--- src/fbci_consts.svh ---
// Timing counts, command codes and address layout for the flash bus host
`ifndef FBCI_CONSTS_SVH
`define FBCI_CONSTS_SVH
`define FBCI_CLK_PERIOD_NS     8
`define FBCI_ACCESS_NS         100
`define FBCI_ACCESS_CYC        ((`FBCI_ACCESS_NS + `FBCI_CLK_PERIOD_NS - 1) / `FBCI_CLK_PERIOD_NS)
`define FBCI_WRPULSE_NS        60
`define FBCI_WRPULSE_CYC       ((`FBCI_WRPULSE_NS + `FBCI_CLK_PERIOD_NS - 1) / `FBCI_CLK_PERIOD_NS)
`define FBCI_RECOVER_NS        24
`define FBCI_RECOVER_CYC       ((`FBCI_RECOVER_NS + `FBCI_CLK_PERIOD_NS - 1) / `FBCI_CLK_PERIOD_NS)
`define FBCI_RSTLOW_NS         1000
`define FBCI_RSTLOW_CYC        ((`FBCI_RSTLOW_NS + `FBCI_CLK_PERIOD_NS - 1) / `FBCI_CLK_PERIOD_NS)
`define FBCI_WAKE_NS           1000
`define FBCI_WAKE_CYC          ((`FBCI_WAKE_NS + `FBCI_CLK_PERIOD_NS - 1) / `FBCI_CLK_PERIOD_NS)
`define FBCI_CMD_READ_ARRAY    8'hff
`define FBCI_CMD_READ_ID       8'h90
`define FBCI_CMD_READ_STATUS   8'h70
`define FBCI_CMD_ERASE_SETUP   8'h20
`define FBCI_CMD_ERASE_CONFIRM 8'hd0
`define FBCI_CMD_PROG_SETUP    8'h40
`define FBCI_STATUS_READY_BIT  7
`define FBCI_BLOCK_LSB         16
`define FBCI_CNT_W             16
`endif

--- src/fbci_pkg.sv ---
// Types shared by the flash bus host
package fbci_pkg;
    timeunit 1ns;
    timeprecision 1ps;
    typedef enum logic [2:0] {
        FBCI_OP_READ,
        FBCI_OP_READ_STATUS,
        FBCI_OP_READ_ID,
        FBCI_OP_READ_ARRAY_MODE,
        FBCI_OP_ERASE,
        FBCI_OP_PROGRAM,
        FBCI_OP_POWERDOWN
    } fbci_op_t;

    typedef struct packed {
        logic       chipSelN;
        logic       outEnN;
        logic       writeEnN;
        logic       resetPowerdownN;
    } fbci_ctl_t;
endpackage : fbci_pkg

--- src/fbci_host.sv ---
// Host controller that drives the byte-wide flash through its bus pins
`include "fbci_consts.svh"

//////////////////////////////////////////////////////////////////////////////
// Notes on behaviour
// [RULE1] Device is in read-array mode after power-up or power-down exit.
// [RULE2] Device's write state machine runs erase, program, lock on its own.
// [RULE3] Device latches address and data during each write cycle.
// [RULE4] Status and identifier reads work at any program supply level.
// [RULE5] At program supply lockout the device refuses all alterations.
// [RULE6] Erase, program, lock need a two-write sequence; host sends both for erase and program, and has no lock request.
// [RULE7] Writes ignored while reset_powerdown_n low or core below lockout.
// [RULE8] Device blocks erase and program to locked blocks.
// [RULE9] Erase suspend allows read or program of other blocks.
// [RULE10] Program suspend allows reads of other array locations.
// [RULE11] Array made of 64-Kbyte blocks; block n starts at n times 0x10000.
// [RULE12] Host writes the read-mode command before status and ID reads; plain array reads send no read-array command first.
// [RULE13] Read data valid only with chip select and output enable both low.
// [RULE14] Device drives data pins only while output enable is active.
// [RULE15] During reads host keeps write enable high, reset_powerdown_n high.
// [RULE16] After power-down exit, read-array mode and status 80H.
// [RULE17] Device latches command on first rising of write or chip enable.
// [RULE18] Data eight bits; address covers eight, sixteen or thirty-two blocks.
module fbci_host
    import fbci_pkg::*;
#(
    parameter int NUM_BLOCKS  = 32,
    parameter int ADDR_W      = $clog2(NUM_BLOCKS) + `FBCI_BLOCK_LSB,
    parameter int RSTLOW_CYC  = `FBCI_RSTLOW_CYC,
    parameter int WAKE_CYC    = `FBCI_WAKE_CYC
) (
    // Clock and reset
    input  wire logic              mclk,
    input  wire logic              resetn,
    // Command port
    input  wire logic              reqValid,
    output      logic              reqReady,
    input  wire fbci_op_t          reqOp,
    input  wire logic [ADDR_W-1:0] reqAddr,
    input  wire logic [7:0]        reqData,
    output      logic              rspValid,
    output      logic [7:0]        rspData,
    // Flash pins
    output      logic [ADDR_W-1:0] flashAddr,
    output      fbci_ctl_t         flashCtl,
    input  wire logic [7:0]        dataPinsIn,
    output      logic [7:0]        dataPinsOut,
    output      logic              dataPinsOen
);
    timeunit 1ns;
    timeprecision 1ps;

    typedef enum logic [2:0] {
        ST_RSTLOW, ST_WAKE, ST_IDLE, ST_WRITE, ST_RECOVER, ST_READ
    } fbci_state_t;

    localparam int CW = `FBCI_CNT_W;

    fbci_state_t     state_reg;
    logic [CW-1:0]   count_reg;
    logic            second_reg;
    logic            readAfter_reg;
    fbci_op_t        op_reg;
    logic [7:0]      data_reg;
    logic [ADDR_W-1:0] addr_reg;
    logic [7:0]      dataSync1_reg;
    logic [7:0]      dataSync2_reg;

    //////////////////////////////////////////////////////////////////////////
    // Pin input synchroniser
    always_ff @(posedge mclk) begin
        dataSync1_reg <= dataPinsIn;
        dataSync2_reg <= dataSync1_reg;
    end

    // First-write command code for a request
    function automatic logic [7:0] first_code(input fbci_op_t op, input logic [7:0] d);
        case (op)
            FBCI_OP_READ_STATUS: first_code = `FBCI_CMD_READ_STATUS;
            FBCI_OP_READ_ID:     first_code = `FBCI_CMD_READ_ID;
            FBCI_OP_ERASE:       first_code = `FBCI_CMD_ERASE_SETUP;
            FBCI_OP_PROGRAM:     first_code = `FBCI_CMD_PROG_SETUP;
            default:             first_code = `FBCI_CMD_READ_ARRAY;
        endcase
    endfunction : first_code

    assign reqReady = (state_reg == ST_IDLE);

    //////////////////////////////////////////////////////////////////////////
    // Sequencer
    always_ff @(posedge mclk) begin
        if (!resetn) begin
            state_reg     <= ST_RSTLOW;
            count_reg     <= '0;
            second_reg    <= 1'b0;
            readAfter_reg <= 1'b0;
            op_reg        <= FBCI_OP_READ;
            data_reg      <= 8'h00;
            addr_reg      <= '0;
        end else begin
            case (state_reg)
                ST_RSTLOW: begin
                    count_reg <= count_reg + 1'b1;
                    if (count_reg >= CW'(RSTLOW_CYC - 1)) begin // RULE7
                        count_reg <= '0;
                        state_reg <= ST_WAKE;
                    end
                end
                ST_WAKE: begin
                    count_reg <= count_reg + 1'b1;
                    if (count_reg >= CW'(WAKE_CYC - 1)) begin // RULE16
                        count_reg <= '0;
                        state_reg <= ST_IDLE; // RULE1
                    end
                end
                ST_IDLE: begin
                    count_reg <= '0;
                    if (reqValid) begin
                        op_reg     <= reqOp;
                        addr_reg   <= reqAddr;
                        data_reg   <= reqData;
                        second_reg <= 1'b0;
                        if (reqOp == FBCI_OP_POWERDOWN) begin
                            state_reg <= ST_RSTLOW;
                        end else if (reqOp == FBCI_OP_READ) begin
                            state_reg <= ST_READ;
                        end else begin
                            // RULE12
                            readAfter_reg <= (reqOp == FBCI_OP_READ_STATUS)
                                          || (reqOp == FBCI_OP_READ_ID);
                            state_reg     <= ST_WRITE;
                        end
                    end
                end
                ST_WRITE: begin
                    count_reg <= count_reg + 1'b1;
                    if (count_reg >= CW'(`FBCI_WRPULSE_CYC - 1)) begin // RULE3
                        count_reg <= '0;
                        state_reg <= ST_RECOVER;
                    end
                end
                ST_RECOVER: begin
                    count_reg <= count_reg + 1'b1;
                    if (count_reg >= CW'(`FBCI_RECOVER_CYC - 1)) begin // RULE17
                        count_reg <= '0;
                        if (!second_reg && (op_reg == FBCI_OP_ERASE
                                         || op_reg == FBCI_OP_PROGRAM)) begin
                            second_reg <= 1'b1; // RULE6
                            state_reg  <= ST_WRITE;
                        end else if (readAfter_reg) begin
                            readAfter_reg <= 1'b0;
                            state_reg     <= ST_READ; // RULE4
                        end else begin
                            state_reg <= ST_IDLE;
                        end
                    end
                end
                ST_READ: begin
                    count_reg <= count_reg + 1'b1;
                    if (count_reg >= CW'(`FBCI_ACCESS_CYC + 2)) begin // RULE13
                        count_reg <= '0;
                        state_reg <= ST_IDLE;
                    end
                end
                default: state_reg <= ST_IDLE;
            endcase
        end
    end

    //////////////////////////////////////////////////////////////////////////
    // Pin drivers
    always_ff @(posedge mclk) begin
        if (!resetn) begin
            flashCtl    <= '{chipSelN: 1'b1, outEnN: 1'b1, writeEnN: 1'b1,
                             resetPowerdownN: 1'b0};
            flashAddr   <= '0;
            dataPinsOut <= 8'h00;
            dataPinsOen <= 1'b1;
        end else begin
            flashCtl.resetPowerdownN <= (state_reg != ST_RSTLOW); // RULE15
            flashCtl.chipSelN <= !(state_reg == ST_WRITE || state_reg == ST_READ);
            flashCtl.writeEnN <= (state_reg != ST_WRITE); // RULE17
            flashCtl.outEnN   <= (state_reg != ST_READ); // RULE14
            dataPinsOen       <= (state_reg != ST_WRITE);
            flashAddr         <= (op_reg == FBCI_OP_ERASE)
                               ? {addr_reg[ADDR_W-1:`FBCI_BLOCK_LSB],
                                  {`FBCI_BLOCK_LSB{1'b0}}} // RULE11
                               : addr_reg;
            if (state_reg == ST_WRITE) begin
                dataPinsOut <= second_reg ? ((op_reg == FBCI_OP_ERASE)
                                 ? `FBCI_CMD_ERASE_CONFIRM : data_reg)
                             : first_code(op_reg, data_reg); // RULE18
            end
        end
    end

    //////////////////////////////////////////////////////////////////////////
    // Read capture
    always_ff @(posedge mclk) begin
        if (!resetn) begin
            rspValid <= 1'b0;
            rspData  <= 8'h00;
        end else begin
            rspValid <= 1'b0;
            if (state_reg == ST_READ && count_reg == CW'(`FBCI_ACCESS_CYC + 2)) begin
                rspValid <= 1'b1; // RULE13
                rspData  <= dataSync2_reg;
            end
        end
    end

    //////////////////////////////////////////////////////////////////////////
    // Checks
    a_read_no_write: assert property ( // RULE15
        @(posedge mclk) disable iff (!resetn)
        !flashCtl.outEnN |-> flashCtl.writeEnN && flashCtl.resetPowerdownN)
        else $error("write enable active during read");
    a_write_drives: assert property ( // RULE17
        @(posedge mclk) disable iff (!resetn)
        !flashCtl.writeEnN |-> !dataPinsOen && !flashCtl.chipSelN)
        else $error("write without data drive");
    a_oe_no_drive: assert property ( // RULE14
        @(posedge mclk) disable iff (!resetn)
        !flashCtl.outEnN |-> dataPinsOen)
        else $error("bus conflict on data pins");
    a_erase_two_writes: assert property ( // RULE6
        @(posedge mclk) disable iff (!resetn)
        (state_reg == ST_WRITE && !second_reg && op_reg == FBCI_OP_ERASE)
        |-> ##[1:30] (state_reg == ST_WRITE && second_reg))
        else $error("erase confirm missing");
    a_confirm_code: assert property ( // RULE6
        @(posedge mclk) disable iff (!resetn)
        (state_reg == ST_WRITE && second_reg && op_reg == FBCI_OP_ERASE)
        |=> dataPinsOut == `FBCI_CMD_ERASE_CONFIRM)
        else $error("wrong erase confirm code");
    a_status_mode_first: assert property ( // RULE12
        @(posedge mclk) disable iff (!resetn)
        (state_reg == ST_WRITE && op_reg == FBCI_OP_READ_STATUS)
        |=> dataPinsOut == `FBCI_CMD_READ_STATUS)
        else $error("status mode not written");
    a_erase_block_addr: assert property ( // RULE11
        @(posedge mclk) disable iff (!resetn)
        (state_reg == ST_WRITE && op_reg == FBCI_OP_ERASE)
        |=> flashAddr[`FBCI_BLOCK_LSB-1:0] == '0)
        else $error("erase address not block aligned");
    a_read_pulse: assert property ( // RULE13
        @(posedge mclk) disable iff (!resetn)
        rspValid |-> $past(state_reg) == ST_READ && !flashCtl.chipSelN)
        else $error("response outside read");
    c_erase: cover property (@(posedge mclk) state_reg == ST_WRITE && second_reg
        && op_reg == FBCI_OP_ERASE);
    c_status: cover property (@(posedge mclk) rspValid && op_reg == FBCI_OP_READ_STATUS);
    c_powerdown: cover property (@(posedge mclk) resetn && state_reg == ST_RSTLOW);
endmodule : fbci_host

--- config.mk ---
export PLATFORM = sky130hd
export DESIGN_NAME = fbci_host
export DESIGN_NICKNAME = d
export VERILOG_FILES = /design/src/fbci_pkg.sv /design/src/fbci_host.sv
export VERILOG_INCLUDE_DIRS = /design/src
export SDC_FILE = /design/constraint.sdc
export NUM_CORES = 1
export LEC_CHECK = 0
export BUFFER_PORTS_ARGS = -buffer_cell sky130_fd_sc_hd__buf_2
export CORE_ASPECT_RATIO = 0.8
export CORE_MARGIN = 2
export CORE_UTILIZATION = 35
export DETAILED_ROUTE_END_ITERATION = 6
export MAX_ROUTING_LAYER = met4
export PLACE_DENSITY_LB_ADDON = 0.15
export SLEW_MARGIN = 5
export SYNTH_ARGS = -nofsm -noshare
export SYNTH_HDL_FRONTEND = slang
export SYNTH_SLANG_ARGS = --single-unit
--- constraint.sdc ---
create_clock -name mclk -period 1.9 [get_ports mclk]
set_input_delay 0.285 -clock mclk [delete_from_list [all_inputs] [get_ports mclk]]
set_output_delay 0.285 -clock mclk [all_outputs]
set_load 0.01 [all_outputs]
======== After elaboration in Yosys (flattened, before gate mapping) ========
Index checks and enable logic that the tools add are counted.
storage, ports and cells
  word-level logic and storage cells ...... 97
  flip-flop bits (word level) ............. 111
  bits of input ports ..................... 43
  output and inout bits ................... 44
operators by class
  mux-type cells .......................... 30
  equal/unequal tests ..................... 25
  reduce and logical (&&, ||, !) cells .... 18
  order comparisons ....................... 4
  bitwise gates (word level) .............. 1
  $add $sub $neg .......................... 1
operators by type and width
  kind                                                                                   number
  16-bit one-hot mux with 5 select lines                                                 1
  16-bit 2-to-1 mux                                                                      4
  8-bit one-hot mux with 4 select lines                                                  1
  3-bit 2-to-1 mux                                                                       10
  2-bit != test (second input constant)                                                  10
  3-bit one-hot mux with 6 select lines                                                  1
  16-bit by 1-bit adder with 16-bit output (second input constant)                       1
  16-bit by 4-bit equality test with 1-bit output (second input constant)                1
  16-bit by 2-bit greater-or-equal comparator with 1-bit output (second input constant)  1
  16-bit by 3-bit greater-or-equal comparator with 1-bit output (second input constant)  1
  16-bit by 4-bit greater-or-equal comparator with 1-bit output (second input constant)  1
  16-bit by 7-bit greater-or-equal comparator with 1-bit output (second input constant)  1
  8-bit 2-to-1 mux                                                                       2
  3-bit equality test (second input constant)                                            5
  3-bit by 2-bit equality test with 1-bit output (second input constant)                 4
  6-bit AND reduction                                                                    2
  3-bit by 1-bit equality test with 1-bit output (second input constant)                 3
  1-bit 2-to-1 mux                                                                       9
  3-bit logical NOT                                                                      2
  5-bit nonzero test                                                                     1
  1-bit one-hot mux with 2 select lines                                                  2
  4-bit AND reduction                                                                    1
  2-bit OR reduction                                                                     2
  1-bit logical OR                                                                       3
  8 further kinds                                                                        10

======== Logic depth before layout (Yosys ltp) ========
  depth in word-level cells ............... 6
  mapped depth ............................ 8
  gate-level depth less buffers ........... 6

======== Least setup slack after synthesis ========
No wires, ideal clock.
  kind .................................... register -> register
  from .................................... register state_reg[0]
  to ...................................... register state_reg[0]
  clock period less this slack ............ 1.883 ns
  required time ........................... 1.828 ns
  cell stages (with the launch flop) ...... 6
  buffers on the path ..................... 0
  arrival time ............................ 1.811 ns
  setup time .............................. 0.072 ns
  slack ................................... 0.017 ns
  path through ............................ dfxtp_1 or3b_4 or4_4 a211oi_2 o21a_2 mux2i_1
on the way
  longest elaborated chain between the ends .. 3
  elaborated cells on any way between the ends .. 14
  classes of those cells .................. 11 x eq/ne; 1 x mux; 2 x reduce/logical
ends and longest elaborated chain
  item                                         line              RTL
  start, declared                              fbci_host.sv:59   fbci_state_t state_reg;
  start signal, assigned                       fbci_host.sv:93   state_reg <= ST_RSTLOW;
  start signal, assigned                       fbci_host.sv:106  state_reg <= ST_WAKE;
  start signal, assigned                       fbci_host.sv:113  state_reg <= ST_IDLE;
  3-bit equality test (tied with other cells)  fbci_host.sv:101  case (state_reg)
  2-bit != test (no source line)               --
  6-bit AND reduction (no source line)         --
Parallel ways exist; a longest one is shown, timed or not.
A chain may end at the register's enable or synchronous reset.

======== Final worst setup path ========
  from .................................... register state_reg[0]
  to ...................................... register count_reg[12]
on the way
  longest elaborated chain between the ends .. 3
  elaborated cells on any way between the ends .. 9
  classes of those cells .................. 5 x eq/ne; 1 x mux; 3 x reduce/logical
ends and longest elaborated chain
  item                                                                                 line              RTL
  3-bit by 1-bit equality test with 1-bit output or 3-bit logical NOT (tied branches)  fbci_host.sv:101
  2-bit OR reduction (no source line)                                                  --
  16-bit one-hot mux with 5 select lines or 5-bit nonzero test (tied branches)         --
  end signal, assigned                                                                 fbci_host.sv:103  count_reg <= count_reg + 1'b1;
  end signal, assigned                                                                 fbci_host.sv:110  count_reg <= count_reg + 1'b1;
  end signal, assigned                                                                 fbci_host.sv:136  count_reg <= count_reg + 1'b1;
  end, declared                                                                        fbci_host.sv:60   logic [CW-1:0] count_reg;
Parallel ways exist; a longest one is shown, timed or not.

==> metrics.md <==
| Metric | Value |
|---|---|
| Sequential power share | `53.9%` |
| Internal power | `0.00345 W` |
| Peak supply drop | `0.501 mV` |
| Fin crit period | `1.94 ns` |
| CTS tree | `yes` |
| Max Clk Rate | `515 MHz` |
| Highest metal layer with signal wires | `met4` |
| Worst-Margin Slew | `0.503 ns` |
| R2r startpoint | `state_reg[0]$_SDFFE_PN0P_` |
| Post-DR wirelength/cell | `13.3 µm` |
| Adder-cell share of the synthesized area | `0.909%` |
| Worst r2r path cells | `6` |
| Synth-to-Final Area Change | `25.7%` |
| Hpwl dp | `6020 µm` |
| Critical Path Slowest Stage Cell | `or4_4` |
| Mapped cell area | `4130 µm²` |
| H-tree depth | `3` |
| TritonCTS Buffers | `9` |
| Async S/R FF share, synth | `0%` |
| Endpoints failing setup | `12` |
| Net Switching | `0.000932 W` |
| LEAKAGE | `2.08 nW` |
| DRC violations left | `0` |
| GRT Total Usage | `14.9%` |
| Final Hold Viols | `0` |
| Violated checks | `setup timing` |
| Number of global-route vias before repair | `3,040` |
| Initial antenna violation count | `0` |
| Kind of critical path | `reg -> reg` |
| Layout cells sized above 1 | `26.8%` |
| Delay of the slowest cell on the worst path | `0.45 ns` |
| Rel. slew slack | `66.5%` |
| Bufs and invs on worst path | `1` |
| Io pins | `87` |
| Status | `complete, but fails checks` |
| Core box area | `11,500 µm²` |
| Final setup margin | `-0.0417 ns` |
| Crit Path Max Fanout | `7` |
| Fin crit share | `102%` |
| Startpoint types | `flip-flop` |
| Setup WS pre-CTS | `-0.0729 ns` |
| RSZ-0062 raised after global routing | `yes` |
| Antenna diodes | `0` |
| Most numerous cell in the Yosys netlist | `dfxtp_1` |
| Mean Syn Cell Area | `9.26 µm²` |
| Placed insts | `669` |
| Worst Setup End Kind | `flip-flop` |
| Synth Flop Type | `dfxtp_1` |
| Initial DRC count | `162` |
| Wl on met1 | `4630 µm` |
| WP data required | `2.18 ns` |
| Clk sinks | `111` |
| Hold buffer count at CTS | `0` |
| Worst path depth | `6` |
| Share of the synthesized area in the top cell type | `53.8%` |
| Mux share of post-synthesis cell area | `2.91%` |
| Reg clk slew, reported paths | `0.07 ns` |
| Post-synth EDFFs | `0` |
| First-pass GRT wire length | `14,800 µm` |
| CP endpoint | `count_reg[12]$_SDFFE_PN0P_` |
| Synth Net Count | `492` |
| Yosys reg bits | `111` |
| Cell variety after synth | `47` |
| WL met3 | `573 µm` |
| Max Clock Skew | `0.00931 ns` |
| Root buffer cell | `clkbuf_16` |
| Critical path cell sequence | `or3b_4 > or4_4 > a211oi_4 > o31ai_2 > buf_6 > nor2_2` |
| XOR/XNOR Fraction of Synth Area | `3.18%` |
| Largest family of logic cells by synthesized area | `simple AND/OR/NAND/NOR gates` |
| Worst-skew pair later-pin latency | `0.35 ns` |
| Row count | `35` |
| Starting Density | `35.9%` |
| Post-DR vias/cell | `4.73` |
| Power density over cell area | `844 nW/µm²` |
| Warnings, synthesis | `0` |
| Comb power frac | `3.1%` |
| Largest net degree at the start of global routing | `53` |
| CTS max path bufs | `2` |
| Fin nets | `583` |
| Die height | `101 µm` |
| Final WL | `9130 µm` |
| Total congestion overflow | `0` |
| Max cap viols | `0` |
| Worst r2r dst | `count_reg[12]$_SDFFE_PN0P_` |
| Top cells by count, synth | `111 x dfxtp_1, 87 x nand2_1, 36 x a21boi_0, 29 x nor2_1, 25 x and2_1` |
| Hold Crit Class | `in -> reg` |
| Number of port buffers | `86` |
| Arr. time, crit path | `2.22 ns` |
| Post-synthesis compound-gate area fraction | `14.2%` |
| Met2 WL | `3840 µm` |
| Worst R2R Setup Slack | `-0.04 ns` |
| Crit path launch | `state_reg[0]$_SDFFE_PN0P_` |
| Simple-Gate Fraction of Synth Area | `21.4%` |
| TritonRoute pass-1 iters | `5` |
| Vias | `3,260` |
| Clock Power Share | `43.0%` |
| Switch share | `21.3%` |
| Final Wtd Congestion | `0.856` |
| Antenna Nets Post-Route | `0` |
| Max Slew Vio Count | `0` |
| Crit path max-delay family | `simple AND/OR/NAND/NOR gates` |
| Sequential area share after synthesis | `53.8%` |
| Top post-synthesis cells by area | `dfxtp_1 54%, nand2_1 7.9%, a21boi_0 6.5%, and2_1 3.8%, mux2i_1 2.9%` |
| Die W | `125 µm` |
| Layout Cells excl Fill | `689` |
| Die footprint | `12,700 µm²` |
| Syn Inst Count | `446` |
| Synth area leader | `dfxtp_1` |
-- layout by cell type (no fill, tap or decap), types with 2 or more instances in the layout --
| cell type | count |
|---|---|
| o21a_1 | 2 |
| xnor2_1 | 7 |
| o211ai_1 | 4 |
| a21boi_0 | 35 |
| xor2_1 | 8 |
| mux2i_1 | 12 |
| clkbuf_16 | 9 |
| clkinv_4 | 2 |
| o22ai_1 | 3 |
| ha_1 | 3 |
| and2_1 | 25 |
| nor2_1 | 22 |
| or2_2 | 2 |
| o31a_1 | 2 |
| buf_12 | 2 |
| dfxtp_2 | 3 |
| inv_1 | 7 |
| nand3_1 | 8 |
| nand4_1 | 5 |
| nor3_1 | 4 |
| a31oi_1 | 2 |
| nand4b_1 | 2 |
| dfxtp_1 | 108 |
| buf_2 | 86 |
| nor2_4 | 6 |
| o21ai_0 | 9 |
| nand2b_1 | 2 |
| and3_1 | 4 |
| and3b_1 | 2 |
| a21oi_1 | 14 |
| buf_4 | 18 |
| nor2b_1 | 9 |
| nand2_1 | 87 |
-- repair_timing --
action                     in CTS  in global routing
pin swaps                       3                 10
cloned                          0                  1
setup endpoints to repair      18                 30
buffers inserted                3                  1
resized for setup               5                 21
-- stage by stage --
| stage | total power, W | utilization (%) | hold slack (ns) | cell area [µm²] | setup TNS (ns) |
|---|---|---|---|---|---|
| global route | 0.00456 | 45.1 | 0.0235 | 5190 | -1.44 |
| floorplan | 0.00247 | - | 0.310 | 4130 | 0 |
| detailed placement | 0.00254 | 41.5 | 0.313 | 4780 | -0.801 |
| global placement | 0.00254 | 41.5 | 0.311 | 4780 | -0.0263 |
| CTS | 0.00444 | 44.4 | 0.0320 | 5110 | -0.317 |
| finish | 0.00438 | 45.1 | 0.0422 | 5190 | -0.209 |
-- how the worst min path moves through the flow --
| stage | start | end | cells after the start |
|---|---|---|---|
| 6_report | dataPinsIn[3] | dataSync1_reg[3]$_DFF_P_ | 1 |
| 5_1_grt | dataPinsIn[3] | dataSync1_reg[3]$_DFF_P_ | 1 |
| 4_1_cts | dataPinsIn[6] | dataSync1_reg[6]$_DFF_P_ | 1 |
| 3_5_place_dp | dataSync1_reg[2]$_DFF_P_ | dataSync2_reg[2]$_DFF_P_ | 0 |
| 3_3_place_gp | dataSync1_reg[5]$_DFF_P_ | dataSync2_reg[5]$_DFF_P_ | 0 |
| 2_1_floorplan | dataSync1_reg[0]$_DFF_P_ | dataSync2_reg[0]$_DFF_P_ | 0 |
-- area by class of cell --
type | count | area [µm²]
inverter | 7 | 26.3
multi-input combinational | 301 | 1840
fill | 1139 | 6320
clock buffer | 10 | 229
clock inverter | 5 | 67.6
tap | 148 | 185
sequential | 111 | 2230
timing repair buffer | 107 | 617
-- power by group through the flow --
stage / combinational (W) / sequential (W) / clock (W)
finish: 0.000135 / 0.00236 / 0.00188
global route: 0.000148 / 0.00237 / 0.00205
CTS: 0.000127 / 0.00236 / 0.00195
detailed placement: 0.000125 / 0.00242 / 0
global placement: 0.000122 / 0.00242 / 0
floorplan: 0.0000620 / 0.00241 / 0
-- per-layer routing --
metal / up-vias / global-route usage, %
met2: 79 / 21.0
met4: 0 / 4.02
li1: 1666 / -
met3: 8 / 5.23
met5: - / -
met1: 1507 / 20.2
-- cell families (layout without fill, tap and decap cells) --
kind of cell | after synthesis | after routing
compound gates | 84 | 84
fa+ha+maj | 3 | 3
flops | 111 | 111
xor+xnor | 15 | 15
simple gates | 187 | 187
buf+inv | 34 | 129
mux | 12 | 12
(Power assumes the default switching activity.)
